[src/design/sdb_params.svh]
// Constants of the serial port control and data buffer block
// Functional notes
// - 9-bit filtered: accept only ninth bit 1
// - 9-bit unfiltered: ninth bit level ignored
// - Bit 4 receive enable gates reception
// - Bit 3 sent as ninth bit
// - Bit 2 gets stop or ninth bit
// - Transmit done at stop bit start
// - Done flags cleared only by software
// - Receive done set at stop sampling
// - Receive done requests interrupt when enabled
// - Data buffer: write shifter, read latch
// - Data write starts transmission at once
// - Data read leaves transmit shifter alone
// - Nine-bit frame: eleven bits, LSB first
// - Bit 7 selects 8 or 9-bit frames
// - Accept only while receive done clear
// - 8-bit filtered: stop bit must be 1
`ifndef SDB_PARAMS_SVH
`define SDB_PARAMS_SVH
`define SDB_AW 12
`define SDB_IDX_CTRL 10'h098
`define SDB_IDX_DATA 10'h099
`define SDB_IDX_STAT 10'h09A
`define SDB_IDX_MASK 10'h09B
`define SDB_CTRL_RST 8'h40
`define SDB_DATA_RST 8'h00
`define SDB_B_MODE 7
`define SDB_B_MCE 5
`define SDB_B_REN 4
`define SDB_B_TB8 3
`define SDB_B_RB8 2
`define SDB_B_TI 1
`define SDB_B_RI 0
`define SDB_M_IE 2
`define SDB_E_TX 0
`define SDB_E_RX 1
`define SDB_OVS 16
`define SDB_LAST_BIT 3'h7
`define SDB_RESP_OK 2'h0
`define SDB_RESP_ERR 2'h2
`endif

[src/design/sdb_pkg.sv]
// Types of the serial port control and data buffer block
package sdb_pkg;
   typedef enum logic [2:0] {TX_IDLE, TX_START, TX_DATA, TX_NINE, TX_STOP} sdb_tx_st_t;
   typedef enum logic [2:0] {RX_IDLE, RX_START, RX_DATA, RX_NINE, RX_STOP} sdb_rx_st_t;
endpackage : sdb_pkg

[src/design/sdb_uart.sv]
// Serial port control, data buffer, shifters and AXI4-Lite slave
`timescale 1ns/1ps
`default_nettype none
`include "sdb_params.svh"
module sdb_uart #(
   parameter int OVS = `SDB_OVS
) (
   input wire logic CLK,
   input wire logic RESET,
   input wire logic [`SDB_AW-1:0] AWADDR,
   input wire logic AWVALID,
   output logic AWREADY,
   input wire logic [31:0] WDATA,
   input wire logic [3:0] WSTRB,
   input wire logic WVALID,
   output logic WREADY,
   output logic [1:0] BRESP,
   output logic BVALID,
   input wire logic BREADY,
   input wire logic [`SDB_AW-1:0] ARADDR,
   input wire logic ARVALID,
   output logic ARREADY,
   output logic [31:0] RDATA,
   output logic [1:0] RRESP,
   output logic RVALID,
   input wire logic RREADY,
   input wire logic BAUD_TICK,
   input wire logic RXD,
   output logic TXD,
   output logic IRQ
);
   import sdb_pkg::*;

   localparam logic [7:0] LAST = 8'(OVS - 1);
   localparam logic [7:0] HALF = 8'(OVS / 2 - 1);
   // Named copy so single reset bits can be selected
   localparam logic [7:0] CTRL_RST = `SDB_CTRL_RST;

   ////////////////////////////////////////////////////////////////
   logic aw_hold_r, w_hold_r, bvalid_r, rvalid_r, txd_r;
   logic [`SDB_AW-1:0] aw_addr_r;
   logic [7:0] w_data_r;
   logic w_lane_r;
   logic [1:0] bresp_r, rresp_r;
   logic [31:0] rdata_r;
   logic mode_r, mce_r, ren_r, tb8_r, rb8_r, ti_r, ri_r;
   logic [7:0] rx_buf_r, tx_shift_r, rx_shift_r;
   logic [1:0] evt_r;
   logic [2:0] mask_r;
   sdb_tx_st_t tx_st_r;
   sdb_rx_st_t rx_st_r;
   logic [7:0] tx_cnt_r, rx_cnt_r;
   logic [2:0] tx_bit_r, rx_bit_r;
   logic rx_b9_r;

   logic wr_go, rd_go, wr_ok;
   logic wr_ctrl, wr_data, wr_mask, rd_stat;
   logic [9:0] wr_idx, rd_idx;
   logic tx_last, rx_last, rx_mid;
   logic to_stop, to_nine, stop_smp, accept, ti_set, ri_set, rb8_val;

   ////////////////////////////////////////////////////////////////
   // Bus slave
   assign AWREADY = !aw_hold_r && !bvalid_r;
   assign WREADY = !w_hold_r && !bvalid_r;
   assign ARREADY = !rvalid_r;
   assign BVALID = bvalid_r;
   assign BRESP = bresp_r;
   assign RVALID = rvalid_r;
   assign RDATA = rdata_r;
   assign RRESP = rresp_r;

   assign wr_go = aw_hold_r && w_hold_r && !bvalid_r;
   assign rd_go = ARVALID && !rvalid_r;
   assign wr_idx = aw_addr_r[`SDB_AW-1:2];
   assign rd_idx = ARADDR[`SDB_AW-1:2];
   assign wr_ok = wr_go && w_lane_r;
   assign wr_ctrl = wr_ok && wr_idx == `SDB_IDX_CTRL;
   assign wr_data = wr_ok && wr_idx == `SDB_IDX_DATA;
   assign wr_mask = wr_ok && wr_idx == `SDB_IDX_MASK;
   assign rd_stat = rd_go && rd_idx == `SDB_IDX_STAT;

   always_ff @(posedge CLK or posedge RESET) begin
      if (RESET) begin
         aw_hold_r <= 1'b0;
         aw_addr_r <= '0;
      end else if (AWVALID && AWREADY) begin
         aw_hold_r <= 1'b1;
         aw_addr_r <= AWADDR;
      end else if (wr_go) begin
         aw_hold_r <= 1'b0;
      end
   end

   always_ff @(posedge CLK or posedge RESET) begin
      if (RESET) begin
         w_hold_r <= 1'b0;
         w_data_r <= '0;
         w_lane_r <= 1'b0;
      end else if (WVALID && WREADY) begin
         w_hold_r <= 1'b1;
         w_data_r <= WDATA[7:0];
         w_lane_r <= WSTRB[0];
      end else if (wr_go) begin
         w_hold_r <= 1'b0;
      end
   end

   always_ff @(posedge CLK or posedge RESET) begin
      if (RESET) begin
         bvalid_r <= 1'b0;
         bresp_r <= `SDB_RESP_OK;
      end else if (wr_go) begin
         bvalid_r <= 1'b1;
         case (wr_idx)
            `SDB_IDX_CTRL, `SDB_IDX_DATA, `SDB_IDX_STAT, `SDB_IDX_MASK:
               bresp_r <= `SDB_RESP_OK;
            default: bresp_r <= `SDB_RESP_ERR;
         endcase
      end else if (BREADY) begin
         bvalid_r <= 1'b0;
      end
   end

   // Data reads return the receive latch only
   always_ff @(posedge CLK or posedge RESET) begin
      if (RESET) begin
         rvalid_r <= 1'b0;
         rdata_r <= '0;
         rresp_r <= `SDB_RESP_OK;
      end else if (rd_go) begin
         rvalid_r <= 1'b1;
         rresp_r <= `SDB_RESP_OK;
         case (rd_idx)
            `SDB_IDX_CTRL: rdata_r <= {24'h0, mode_r, 1'b1, mce_r, ren_r,
                                       tb8_r, rb8_r, ti_r, ri_r};
            `SDB_IDX_DATA: rdata_r <= {24'h0, rx_buf_r};
            `SDB_IDX_STAT: rdata_r <= {30'h0, evt_r};
            `SDB_IDX_MASK: rdata_r <= {29'h0, mask_r};
            default: begin
               rdata_r <= '0;
               rresp_r <= `SDB_RESP_ERR;
            end
         endcase
      end else if (RREADY) begin
         rvalid_r <= 1'b0;
      end
   end

   ////////////////////////////////////////////////////////////////
   // Control register fields
   always_ff @(posedge CLK or posedge RESET) begin
      if (RESET) begin
         mode_r <= CTRL_RST[`SDB_B_MODE];
         mce_r <= CTRL_RST[`SDB_B_MCE];
         ren_r <= CTRL_RST[`SDB_B_REN];
         tb8_r <= CTRL_RST[`SDB_B_TB8];
      end else if (wr_ctrl) begin
         mode_r <= w_data_r[`SDB_B_MODE];
         mce_r <= w_data_r[`SDB_B_MCE];
         ren_r <= w_data_r[`SDB_B_REN];
         tb8_r <= w_data_r[`SDB_B_TB8];
      end
   end

   // Hardware only sets; a set in the cycle of a clearing write wins
   always_ff @(posedge CLK or posedge RESET) begin
      if (RESET) begin
         ti_r <= CTRL_RST[`SDB_B_TI];
      end else if (ti_set) begin
         ti_r <= 1'b1;
      end else if (wr_ctrl) begin
         ti_r <= w_data_r[`SDB_B_TI];
      end
   end

   always_ff @(posedge CLK or posedge RESET) begin
      if (RESET) begin
         ri_r <= CTRL_RST[`SDB_B_RI];
      end else if (ri_set) begin
         ri_r <= 1'b1;
      end else if (wr_ctrl) begin
         ri_r <= w_data_r[`SDB_B_RI];
      end
   end

   always_ff @(posedge CLK or posedge RESET) begin
      if (RESET) begin
         rb8_r <= CTRL_RST[`SDB_B_RB8];
         rx_buf_r <= `SDB_DATA_RST;
      end else if (ri_set) begin
         rb8_r <= rb8_val;
         rx_buf_r <= rx_shift_r;
      end else if (wr_ctrl) begin
         rb8_r <= w_data_r[`SDB_B_RB8];
      end
   end

   ////////////////////////////////////////////////////////////////
   // Event status, mask and interrupt
   always_ff @(posedge CLK or posedge RESET) begin
      if (RESET) begin
         evt_r <= '0;
      end else begin
         evt_r[`SDB_E_TX] <= ti_set || (evt_r[`SDB_E_TX] && !rd_stat);
         evt_r[`SDB_E_RX] <= ri_set || (evt_r[`SDB_E_RX] && !rd_stat);
      end
   end

   always_ff @(posedge CLK or posedge RESET) begin
      if (RESET) begin
         mask_r <= '0;
      end else if (wr_mask) begin
         mask_r <= w_data_r[2:0];
      end
   end

   // Port enable follows the flags; mask bits follow sticky events
   assign IRQ = (mask_r[`SDB_M_IE] && (ti_r || ri_r))
                || |(evt_r & mask_r[1:0]);

   ////////////////////////////////////////////////////////////////
   // Transmitter; a write while busy restarts the frame
   assign tx_last = BAUD_TICK && tx_cnt_r == LAST;
   assign to_stop = tx_last && ((tx_st_r == TX_DATA && tx_bit_r == `SDB_LAST_BIT
                    && !mode_r) || tx_st_r == TX_NINE);
   assign to_nine = tx_last && tx_st_r == TX_DATA && tx_bit_r == `SDB_LAST_BIT
                    && mode_r;
   assign ti_set = to_stop;
   assign TXD = txd_r;

   always_ff @(posedge CLK or posedge RESET) begin
      if (RESET) begin
         tx_st_r <= TX_IDLE;
         tx_cnt_r <= '0;
         tx_bit_r <= '0;
         tx_shift_r <= `SDB_DATA_RST;
         txd_r <= 1'b1;
      end else if (wr_data) begin
         tx_st_r <= TX_START;
         tx_shift_r <= w_data_r;
         tx_cnt_r <= '0;
         tx_bit_r <= '0;
         txd_r <= 1'b0;
      end else if (tx_st_r != TX_IDLE && BAUD_TICK) begin
         tx_cnt_r <= tx_last ? 8'h00 : tx_cnt_r + 8'h01;
         if (tx_last) begin
            case (tx_st_r)
               TX_START: begin
                  tx_st_r <= TX_DATA;
                  txd_r <= tx_shift_r[0];
               end
               TX_DATA: begin
                  if (tx_bit_r == `SDB_LAST_BIT) begin
                     tx_st_r <= mode_r ? TX_NINE : TX_STOP;
                     txd_r <= mode_r ? tb8_r : 1'b1;
                  end else begin
                     tx_bit_r <= tx_bit_r + 3'h1;
                     txd_r <= tx_shift_r[tx_bit_r + 3'h1];
                  end
               end
               TX_NINE: begin
                  tx_st_r <= TX_STOP;
                  txd_r <= 1'b1;
               end
               TX_STOP: tx_st_r <= TX_IDLE;
               default: tx_st_r <= TX_IDLE;
            endcase
         end
      end
   end

   ////////////////////////////////////////////////////////////////
   // Receiver, sampling at mid-bit
   assign rx_last = BAUD_TICK && rx_cnt_r == LAST;
   assign rx_mid = BAUD_TICK && rx_cnt_r == HALF;
   assign stop_smp = rx_last && rx_st_r == RX_STOP && ren_r;
   assign rb8_val = mode_r ? rx_b9_r : RXD;
   // Filter: 9-bit needs ninth bit 1, 8-bit needs stop bit 1
   assign accept = !ri_r && (!mce_r || rb8_val);
   assign ri_set = stop_smp && accept;

   always_ff @(posedge CLK or posedge RESET) begin
      if (RESET) begin
         rx_st_r <= RX_IDLE;
         rx_cnt_r <= '0;
         rx_bit_r <= '0;
         rx_shift_r <= '0;
         rx_b9_r <= 1'b0;
      end else if (!ren_r) begin
         rx_st_r <= RX_IDLE;
      end else begin
         case (rx_st_r)
            RX_IDLE: begin
               rx_cnt_r <= '0;
               if (!RXD) begin
                  rx_st_r <= RX_START;
               end
            end
            RX_START: begin
               if (BAUD_TICK) begin
                  rx_cnt_r <= rx_cnt_r + 8'h01;
               end
               // Glitch shorter than half a bit is dropped
               if (rx_mid) begin
                  rx_cnt_r <= '0;
                  rx_bit_r <= '0;
                  rx_st_r <= RXD ? RX_IDLE : RX_DATA;
               end
            end
            RX_DATA, RX_NINE, RX_STOP: begin
               if (BAUD_TICK) begin
                  rx_cnt_r <= rx_last ? 8'h00 : rx_cnt_r + 8'h01;
               end
               if (rx_last) begin
                  case (rx_st_r)
                     RX_DATA: begin
                        rx_shift_r <= {RXD, rx_shift_r[7:1]};
                        rx_bit_r <= rx_bit_r + 3'h1;
                        if (rx_bit_r == `SDB_LAST_BIT) begin
                           rx_st_r <= mode_r ? RX_NINE : RX_STOP;
                        end
                     end
                     RX_NINE: begin
                        rx_b9_r <= RXD;
                        rx_st_r <= RX_STOP;
                     end
                     default: rx_st_r <= RX_IDLE;
                  endcase
               end
            end
            default: rx_st_r <= RX_IDLE;
         endcase
      end
   end

   ////////////////////////////////////////////////////////////////
   // Checks
   property p_ri_set;
      @(posedge CLK) disable iff (RESET) ri_set |=> ri_r && rx_buf_r == $past(rx_shift_r);
   endproperty
   a_ri_set: assert property (p_ri_set) else $error("receive done not set");

   property p_ri_hold;
      @(posedge CLK) disable iff (RESET) (stop_smp && ri_r) |=> $stable(rx_buf_r);
   endproperty
   a_ri_hold: assert property (p_ri_hold) else $error("latch overwritten");

   property p_filter9;
      @(posedge CLK) disable iff (RESET)
         (stop_smp && mode_r && mce_r && !rx_b9_r) |-> !ri_set;
   endproperty
   a_filter9: assert property (p_filter9) else $error("filtered frame taken");

   property p_ren;
      @(posedge CLK) disable iff (RESET) !ren_r |=> rx_st_r == RX_IDLE;
   endproperty
   a_ren: assert property (p_ren) else $error("receiving while disabled");

   property p_ninth;
      @(posedge CLK) disable iff (RESET) (to_nine && !wr_data) |=> TXD == $past(tb8_r);
   endproperty
   a_ninth: assert property (p_ninth) else $error("wrong ninth bit");

   property p_ti;
      @(posedge CLK) disable iff (RESET) (to_stop && !wr_data) |=> ti_r && TXD;
   endproperty
   a_ti: assert property (p_ti) else $error("transmit done missing");

   property p_keep;
      @(posedge CLK) disable iff (RESET) !wr_ctrl |=> !$fell(ti_r) && !$fell(ri_r);
   endproperty
   a_keep: assert property (p_keep) else $error("flag cleared by hardware");

   property p_start;
      @(posedge CLK) disable iff (RESET) wr_data |=> tx_st_r == TX_START && !TXD;
   endproperty
   a_start: assert property (p_start) else $error("write did not start");

   property p_rb8;
      @(posedge CLK) disable iff (RESET) ri_set |=> rb8_r == $past(rb8_val);
   endproperty
   a_rb8: assert property (p_rb8) else $error("ninth receive bit wrong");

   property p_irq;
      @(posedge CLK) disable iff (RESET) (mask_r[`SDB_M_IE] && (ti_r || ri_r)) |-> IRQ;
   endproperty
   a_irq: assert property (p_irq) else $error("interrupt missing");

endmodule : sdb_uart
`default_nettype wire

[config.mk]
export PLATFORM = sky130hd
export DESIGN_NAME = sdb_uart
export DESIGN_NICKNAME = d
export VERILOG_FILES = /design/src/design/sdb_pkg.sv /design/src/design/sdb_uart.sv
export VERILOG_INCLUDE_DIRS = /design/src /design/src/design
export SDC_FILE = /design/constraint.sdc
export NUM_CORES = 1
export LEC_CHECK = 0
export BUFFER_PORTS_ARGS = -buffer_cell sky130_fd_sc_hd__clkbuf_2
export CORE_MARGIN = 2
export CORE_UTILIZATION = 59
export DETAILED_ROUTE_END_ITERATION = 10
export GPL_TIMING_DRIVEN = 1
export PLACE_DENSITY = 0.92
export SETUP_SLACK_MARGIN = 0.1
export SLEW_MARGIN = 10
export SYNTH_ARGS = -nofsm -noshare
export SYNTH_HDL_FRONTEND = slang
export SYNTH_SLANG_ARGS = --single-unit
[constraint.sdc]
create_clock -name CLK -period 4.7 [get_ports CLK]
set_input_delay 0.94 -clock CLK [delete_from_list [all_inputs] [get_ports CLK]]
set_output_delay 0.94 -clock CLK [all_outputs]
set_load 0.005 [all_outputs]
Word-level counts from Yosys, hierarchy flattened
Cells that the tools add are included.
{"block": "word_totals", "regBits": 127, "in_bits": 69, "out_inout_bits": 43, "wordCells": 189}
{"block": "op_classes", "add_sub_neg": 4, "magnitude_cmp": 1, "n_eq_ne": 31, "n_mux": 56, "n_bitwise": 1, "reduce_logical": 66}
{"op": "== test 10 x 8 -> 1 bit (second input constant)", "n": 8}
{"op": "two-way mux 8 bit", "n": 7}
{"op": "two-way mux 3 bit", "n": 18}
{"op": "one-hot mux 8 bit (4 select lines)", "n": 1}
{"op": "logical AND 1 bit", "n": 26}
{"op": "one-hot mux 8 bit (3 select lines)", "n": 1}
{"op": "two-way mux 1 bit", "n": 20}
{"op": "AND reduction 4 bit", "n": 5}
{"op": "nonzero test 2 bit", "n": 10}
{"op": "one-hot mux 3 bit (3 select lines)", "n": 2}
{"op": "adder 8 x 1 -> 8 bit (second input constant)", "n": 2}
{"op": "== test 8 x 4 -> 1 bit (second input constant)", "n": 2}
{"op": "== test 3 x 2 -> 1 bit (second input constant)", "n": 4}
{"op": "inequality test 3 bit (second input constant)", "n": 4}
{"op": "one-hot mux 3 bit (2 select lines)", "n": 2}
{"op": "inequality test 2 bit (second input constant)", "n": 5}
{"op": "== test 3 bit (second input constant)", "n": 3}
{"op": "== test 8 x 3 -> 1 bit (second input constant)", "n": 1}
{"op": "zero test 1 bit", "n": 8}
{"op": "OR reduction 4 bit", "n": 2}
{"op": "adder 3 x 1 -> 3 bit (second input constant)", "n": 2}
{"op": "== test 3 x 1 -> 1 bit (second input constant)", "n": 2}
{"op": "logical OR 1 bit", "n": 6}
{"op": "two-way mux 2 bit", "n": 3}
{"op": "other kinds (13)", "n": 15}

Logic depth before layout (Yosys ltp)
{"block": "logic_depth", "depth_word": 8, "ltp_mapped": 7, "mapped_depth_nobuf": 7}

Worst setup path after synthesis
OpenSTA, ideal clock, no wires.
{"block": "synth_path", "path_type": "input -> register", "startpoint": "in BAUD_TICK", "endpoint": "reg rx_bit_r[0]", "t_arrival_ns": 2.294, "t_required_ns": 4.575, "slack_ns": 2.281, "cell_stages": 6, "n_path_buf": 1, "cell_sequence": "buf_4 -> and2b_1 -> and2_2 -> nand2_1 -> or4_4 -> mux2_4"}
{"block": "synth_via", "elab_chain_cells": 3, "word_cells_on_any_way": 5}
{"item": "start: declaration", "line": "sdb_uart.sv:27", "rtl": "input wire logic BAUD_TICK,"}
{"item": "logical AND 1 bit (on tied branches)", "line": "sdb_uart.sv:276, sdb_uart.sv:275"}
{"item": "inequality test 2 bit (no line)"}
{"item": "AND reduction 5 bit (no line) (*)"}
{"item": "end signal: assignment", "line": "sdb_uart.sv:319", "rtl": "rx_bit_r <= rx_bit_r + 3'h1;"}
{"item": "end: declaration", "line": "sdb_uart.sv:53", "rtl": "logic [2:0] tx_bit_r, rx_bit_r;"}
Mark *: on every way between the ends. The rest lies on a longest branch, timed or not.
A chain may end at the register's enable or synchronous reset.

Final worst setup path
{"block": "layout_path", "startpoint": "in BAUD_TICK", "endpoint": "reg rx_buf_r[3]"}
{"block": "layout_via", "elab_chain_cells": 4}
{"item": "logical AND 1 bit", "line": "sdb_uart.sv:275", "rtl": "assign rx_last = BAUD_TICK && rx_cnt_r == LAST;"}
{"item": "logical AND 1 bit (2 in a row)", "line": "sdb_uart.sv:277", "rtl": "assign stop_smp = rx_last && rx_st_r == RX_STOP && ren_r;"}
{"item": "logical AND 1 bit", "line": "sdb_uart.sv:281", "rtl": "assign ri_set = stop_smp && accept;"}
{"item": "end signal: assignment", "line": "sdb_uart.sv:190", "rtl": "rx_buf_r <= `SDB_DATA_RST;"}
{"item": "end signal: assignment", "line": "sdb_uart.sv:193", "rtl": "rx_buf_r <= rx_shift_r;"}
{"item": "end: declaration", "line": "sdb_uart.sv:47", "rtl": "logic [7:0] rx_buf_r, tx_shift_r, rx_shift_r;"}
Every way passes these cells.

==> results.md <==
Logic synthesis:
- Counting flops with a built-in enable in the synthesized netlist gives 0.
- The area fraction of the dominant cell type after synthesis is 0.489.
- For this run, the leading register cell type out of synthesis is dfrtp_1.
- Synthesis produced a netlist whose cell count is 448.
- Summing every instance area after synthesis gives 0.00502 mm^2.
- The biggest area contributor in the post-synthesis netlist is dfrtp_1.
- After synthesis the netlist holds a flip-flop and latch count of 99.
- The count of synthesis-stage warnings from yosys is 0.
- In this run the mean area of a mapped cell was 11.2 um^2.
- The sequential share of the synthesized area is 0.494.
- In the post-synthesis netlist, the biggest area contributors are dfrtp_1 (49%), mux2_2 (9.4%), buf_4 (4.2%).
- Yosys mapped the design onto 66 distinct sky130hd cell types.
- In the synthesized netlist the async set-or-reset flop fraction comes to 1.00.

Cells and area:
- After filler insertion, the fill cell instance count of the layout stands at 587.
- The final net count is 575.
- The repair_antennas step left the layout with diodes totalling 0.
- In the final layout, the share of cells above drive strength 1 is 0.298.
- Compared with the post-synthesis result, the final layout area differs by 8.90%.
- Summing all non-filler instances in the final layout gives an area of 0.00547 mm^2.

STA:
- The count of final max-slew check failures is 0.
- The post-route fraction of the period consumed by the critical path is 0.495.
- The number of hold violations in the final report is 0.
- Setup violations remaining at the end of the flow were counted as 0.
- The upper clock frequency limit is 429 MHz.
- After routing, the total negative slack on setup checks comes to 0 ns.
- Setup repair after global routing left no endpoint under its margin.
- The setup clock skew after layout is 0.0166 ns.
- The actual transition at the worst max-transition pin is 0.918 ns.
- The headroom to the max-slew limit is 0.388.
- The time the worst path needs with I/O delays and setup is 2.33 ns.

Drt:
- The count of nets left with antenna violations once routing finished came out at 0.
- After detailed routing, the average wire length per cell comes to 16.5 um.
- After detailed routing, the number of remaining DRC violations is 0.
- The count of TritonRoute iterations in the first routing pass is 5.
- The final layout contains routed wiring with a total length of 10000 um.
- The detail-routed via count per cell is 5.87.
- In this run, the number of DRC markers left after iteration 0 of detailed routing was 194.
- Across all layers, the routed design uses 3572 vias.

Clocking:
- The clock tree synthesis step divided the H-tree into 3 levels.
- The clock transition at the registers of the reported paths is 0.10 ns.
- The insertion delay to the later sink of the worst-skew pair is 0.38 ns.
- The TritonCTS clock tree is built.
- In this run, post-CTS hold repair placed 0 buffers.
- The maximum clock path buffer count is 2.
- The number of sinks on the clock net is 99.
- The CTS buffer count is 9.
- Post-CTS repair changed the size of 0 cells.
- CTS placed an instance of clkbuf_8 at the clock tree root.
- Buffers added to address setup during post-CTS repair amount to 0.

Floorplanning:
- The placeable core area is 0.00822 mm^2.
- The die is 96.2 um wide.
- 112 I/O pins were placed.
- The starting density of the core is 0.611.
- The number of placement rows is 33.
- The die is 96.2 um tall.
- The die area is 0.00926 mm^2.

Global route:
- The initial antenna violation count is 0.
- Entering global routing, the biggest net connects 77 pins.
- In the global route stage, overall resource usage came out at 0.236.
- The global-route congestion overflow total is 0.
- The wire length of the first global-routing pass is 16600 um.
- The number of global-route vias before repair is 3502.

Power and ir drop:
- The net switching component of the power is 0.560 mW.
- The internal power of the cells totals 1.40 mW.
- In this run the power density over the cells is 359 mW/mm^2.
- The share of total power dissipated in combinational logic is 0.150.
- IR analysis of the VDD net gives a maximum drop of 332 uV.
- Of the total power, registers draw 0.555.
- The power share of the clock group is 0.295.
- The fraction of power spent switching nets is 0.285.
- For this design the static power due to leakage is 2.65 nW.

Status:
- The run finished with clean final reports.

Run:
- Max-cap violations in this run came to 0.

Place:
- After legalization and detailed placement, the total HPWL measured 6930 um.
- In this run the cell area measured after placement is 0.00526 mm^2.
- In this run the tool buffered the top-level ports with 54 buffer cells.
- At the end of routability-driven placement, the weighted congestion stood at 0.883.

Worst hold path:
- In this run the worst hold path is classified as flip-flop to flip-flop.
- In this run the most critical hold path is launched from RDATA[4].

Setup path:
- The kind of start point of the critical path is an input port.
- The capturing point of the worst reg2reg path is rx_buf_r[3].
- In this run the worst setup path begins at BAUD_TICK.
- The worst register-to-register path begins at rx_cnt_r[0].
- The worst setup path category is input port to flip-flop.
- STA classifies the critical path endpoint as a flip-flop.
- The number of cell instances on the worst register-to-register path is 5.
- The maximum fanout along the worst path is 11.
- At the worst endpoint, the arrival time is 2.59 ns.
- The critical path ends at rx_buf_r[3].
- The slack of the worst reg-to-reg path is 2.49 ns.
- The required time reported for the critical path endpoint is 4.96 ns.
[stage by stage]
| step | util | cells | power (mW) | hold slack [ns] | setup WS (ns) |
|---|---|---|---|---|---|
| 5_1_grt | 0.665 | 609 | 2.05 | 0.516 | 2.35 |
| 2_1_floorplan | - | 473 | 1.30 | 0.461 | 1.17 |
| 6_report | 0.665 | 609 | 1.96 | 0.490 | 2.37 |
| 3_3_place_gp | 0.640 | 594 | 1.36 | 0.461 | 2.05 |
| 4_1_cts | 0.665 | 609 | 1.97 | 0.496 | 2.40 |
| 3_5_place_dp | 0.640 | 594 | 1.40 | 0.476 | 2.01 |
[synthesized netlist by cell type, types with 3 or more instances]
| cell type | instances |
|---|---|
| buf_4 | 28 |
| xnor2_1 | 3 |
| nand2b_1 | 3 |
| a21o_1 | 3 |
| dfrtp_1 | 98 |
| mux2_4 | 8 |
| nor3_1 | 6 |
| ha_1 | 6 |
| mux4_2 | 3 |
| nand4_1 | 6 |
| o22ai_1 | 7 |
| nand3_1 | 12 |
| mux2i_1 | 19 |
| clkbuf_1 | 7 |
| o21ai_0 | 23 |
| a21oi_1 | 19 |
| mux2_2 | 42 |
| a31oi_1 | 4 |
| and2_1 | 3 |
| nor2_1 | 24 |
| nand2_1 | 42 |
| buf_2 | 3 |
| or2_2 | 4 |
| inv_1 | 19 |
| nor2b_1 | 4 |
[routing by layer]
metal / wire length, um / global-route usage / up-vias
met5: 0 / 0 / -
met2: 5090 / 0.411 / 159
met4: 227 / 0.0964 / 0
met1: 4090 / 0.294 / 1754
met3: 629 / 0.0360 / 22
li1: - / - / 1637
[power groups by stage]
stage | Sequential, mW | Combinational, mW | Clock, mW
after global placement | 1.09 | 0.273 | 0
after detailed placement | 1.10 | 0.293 | 0
final | 1.09 | 0.294 | 0.579
after global routing | 1.10 | 0.328 | 0.616
after CTS | 1.09 | 0.297 | 0.581
after floorplan | 1.06 | 0.241 | 0
[state kept, by name, summed over array words and instances (netlist names), 2 cells and up]
name / flops
tx_shift_r: 8
tx_bit_r: 3
evt_r: 2
rx_shift_r: 8
rx_cnt_r: 8
tx_cnt_r: 8
rx_bit_r: 3
rx_st_r: 3
mask_r: 3
w_data_r: 8
tx_st_r: 3
RDATA: 8
rx_buf_r: 8
aw_addr_r: 10
[cell families after synthesis]
kind of cell | count (synthesis) | synth area share
and+or+nand+nor | 133 | 0.154
DFF | 99 | 0.494
AOI/OAI and AO/OA | 72 | 0.0880
muxes | 72 | 0.169
buffers and inverters | 59 | 0.0688
adders and majority gates | 7 | 0.0169
xor gates and xnor gates | 5 | 0.00873
other | 1 | 0.000747
[area by class of cell]
type	instances	area, um^2	area share
clock buffers	11	151	0.0277
clock inverters	4	56.3	0.0103
inverters	19	73.8	0.0135
multi-input cells	315	2290	0.419
flip-flops and latches	99	2480	0.453
well taps	105	131	0.0240
repair buffers	56	285	0.0522
[critical path, cell delays in order]
cell	delay (ns)
clkbuf_2	0.21
and2b_1	0.23
nand4_1	0.16
a2111o_1	0.65
mux2_4	0.39
[worst min path at each step]
stage,end,cells past startpoint
final,RDATA[4],2
after global routing,RDATA[4],2
after CTS,RDATA[4],2
after detailed placement,RDATA[4],2
after global placement,RDATA[6],2
after floorplan,evt_r[1],2
[cells in the final DEF, fill, tap and decap left out, types with 7 or more instances in the layout]
cell type and instances:
conb_1 26, mux2_4 8, o22ai_1 7, inv_1 18, nor2_1 24, nand3_1 12, o21ai_0 23, dfrtp_1 98
clkbuf_8 11, clkbuf_2 54, mux2i_1 19, a21oi_1 19, nand2_1 42, mux2_2 42
Note: power is estimated with default switching activity, not from simulation.
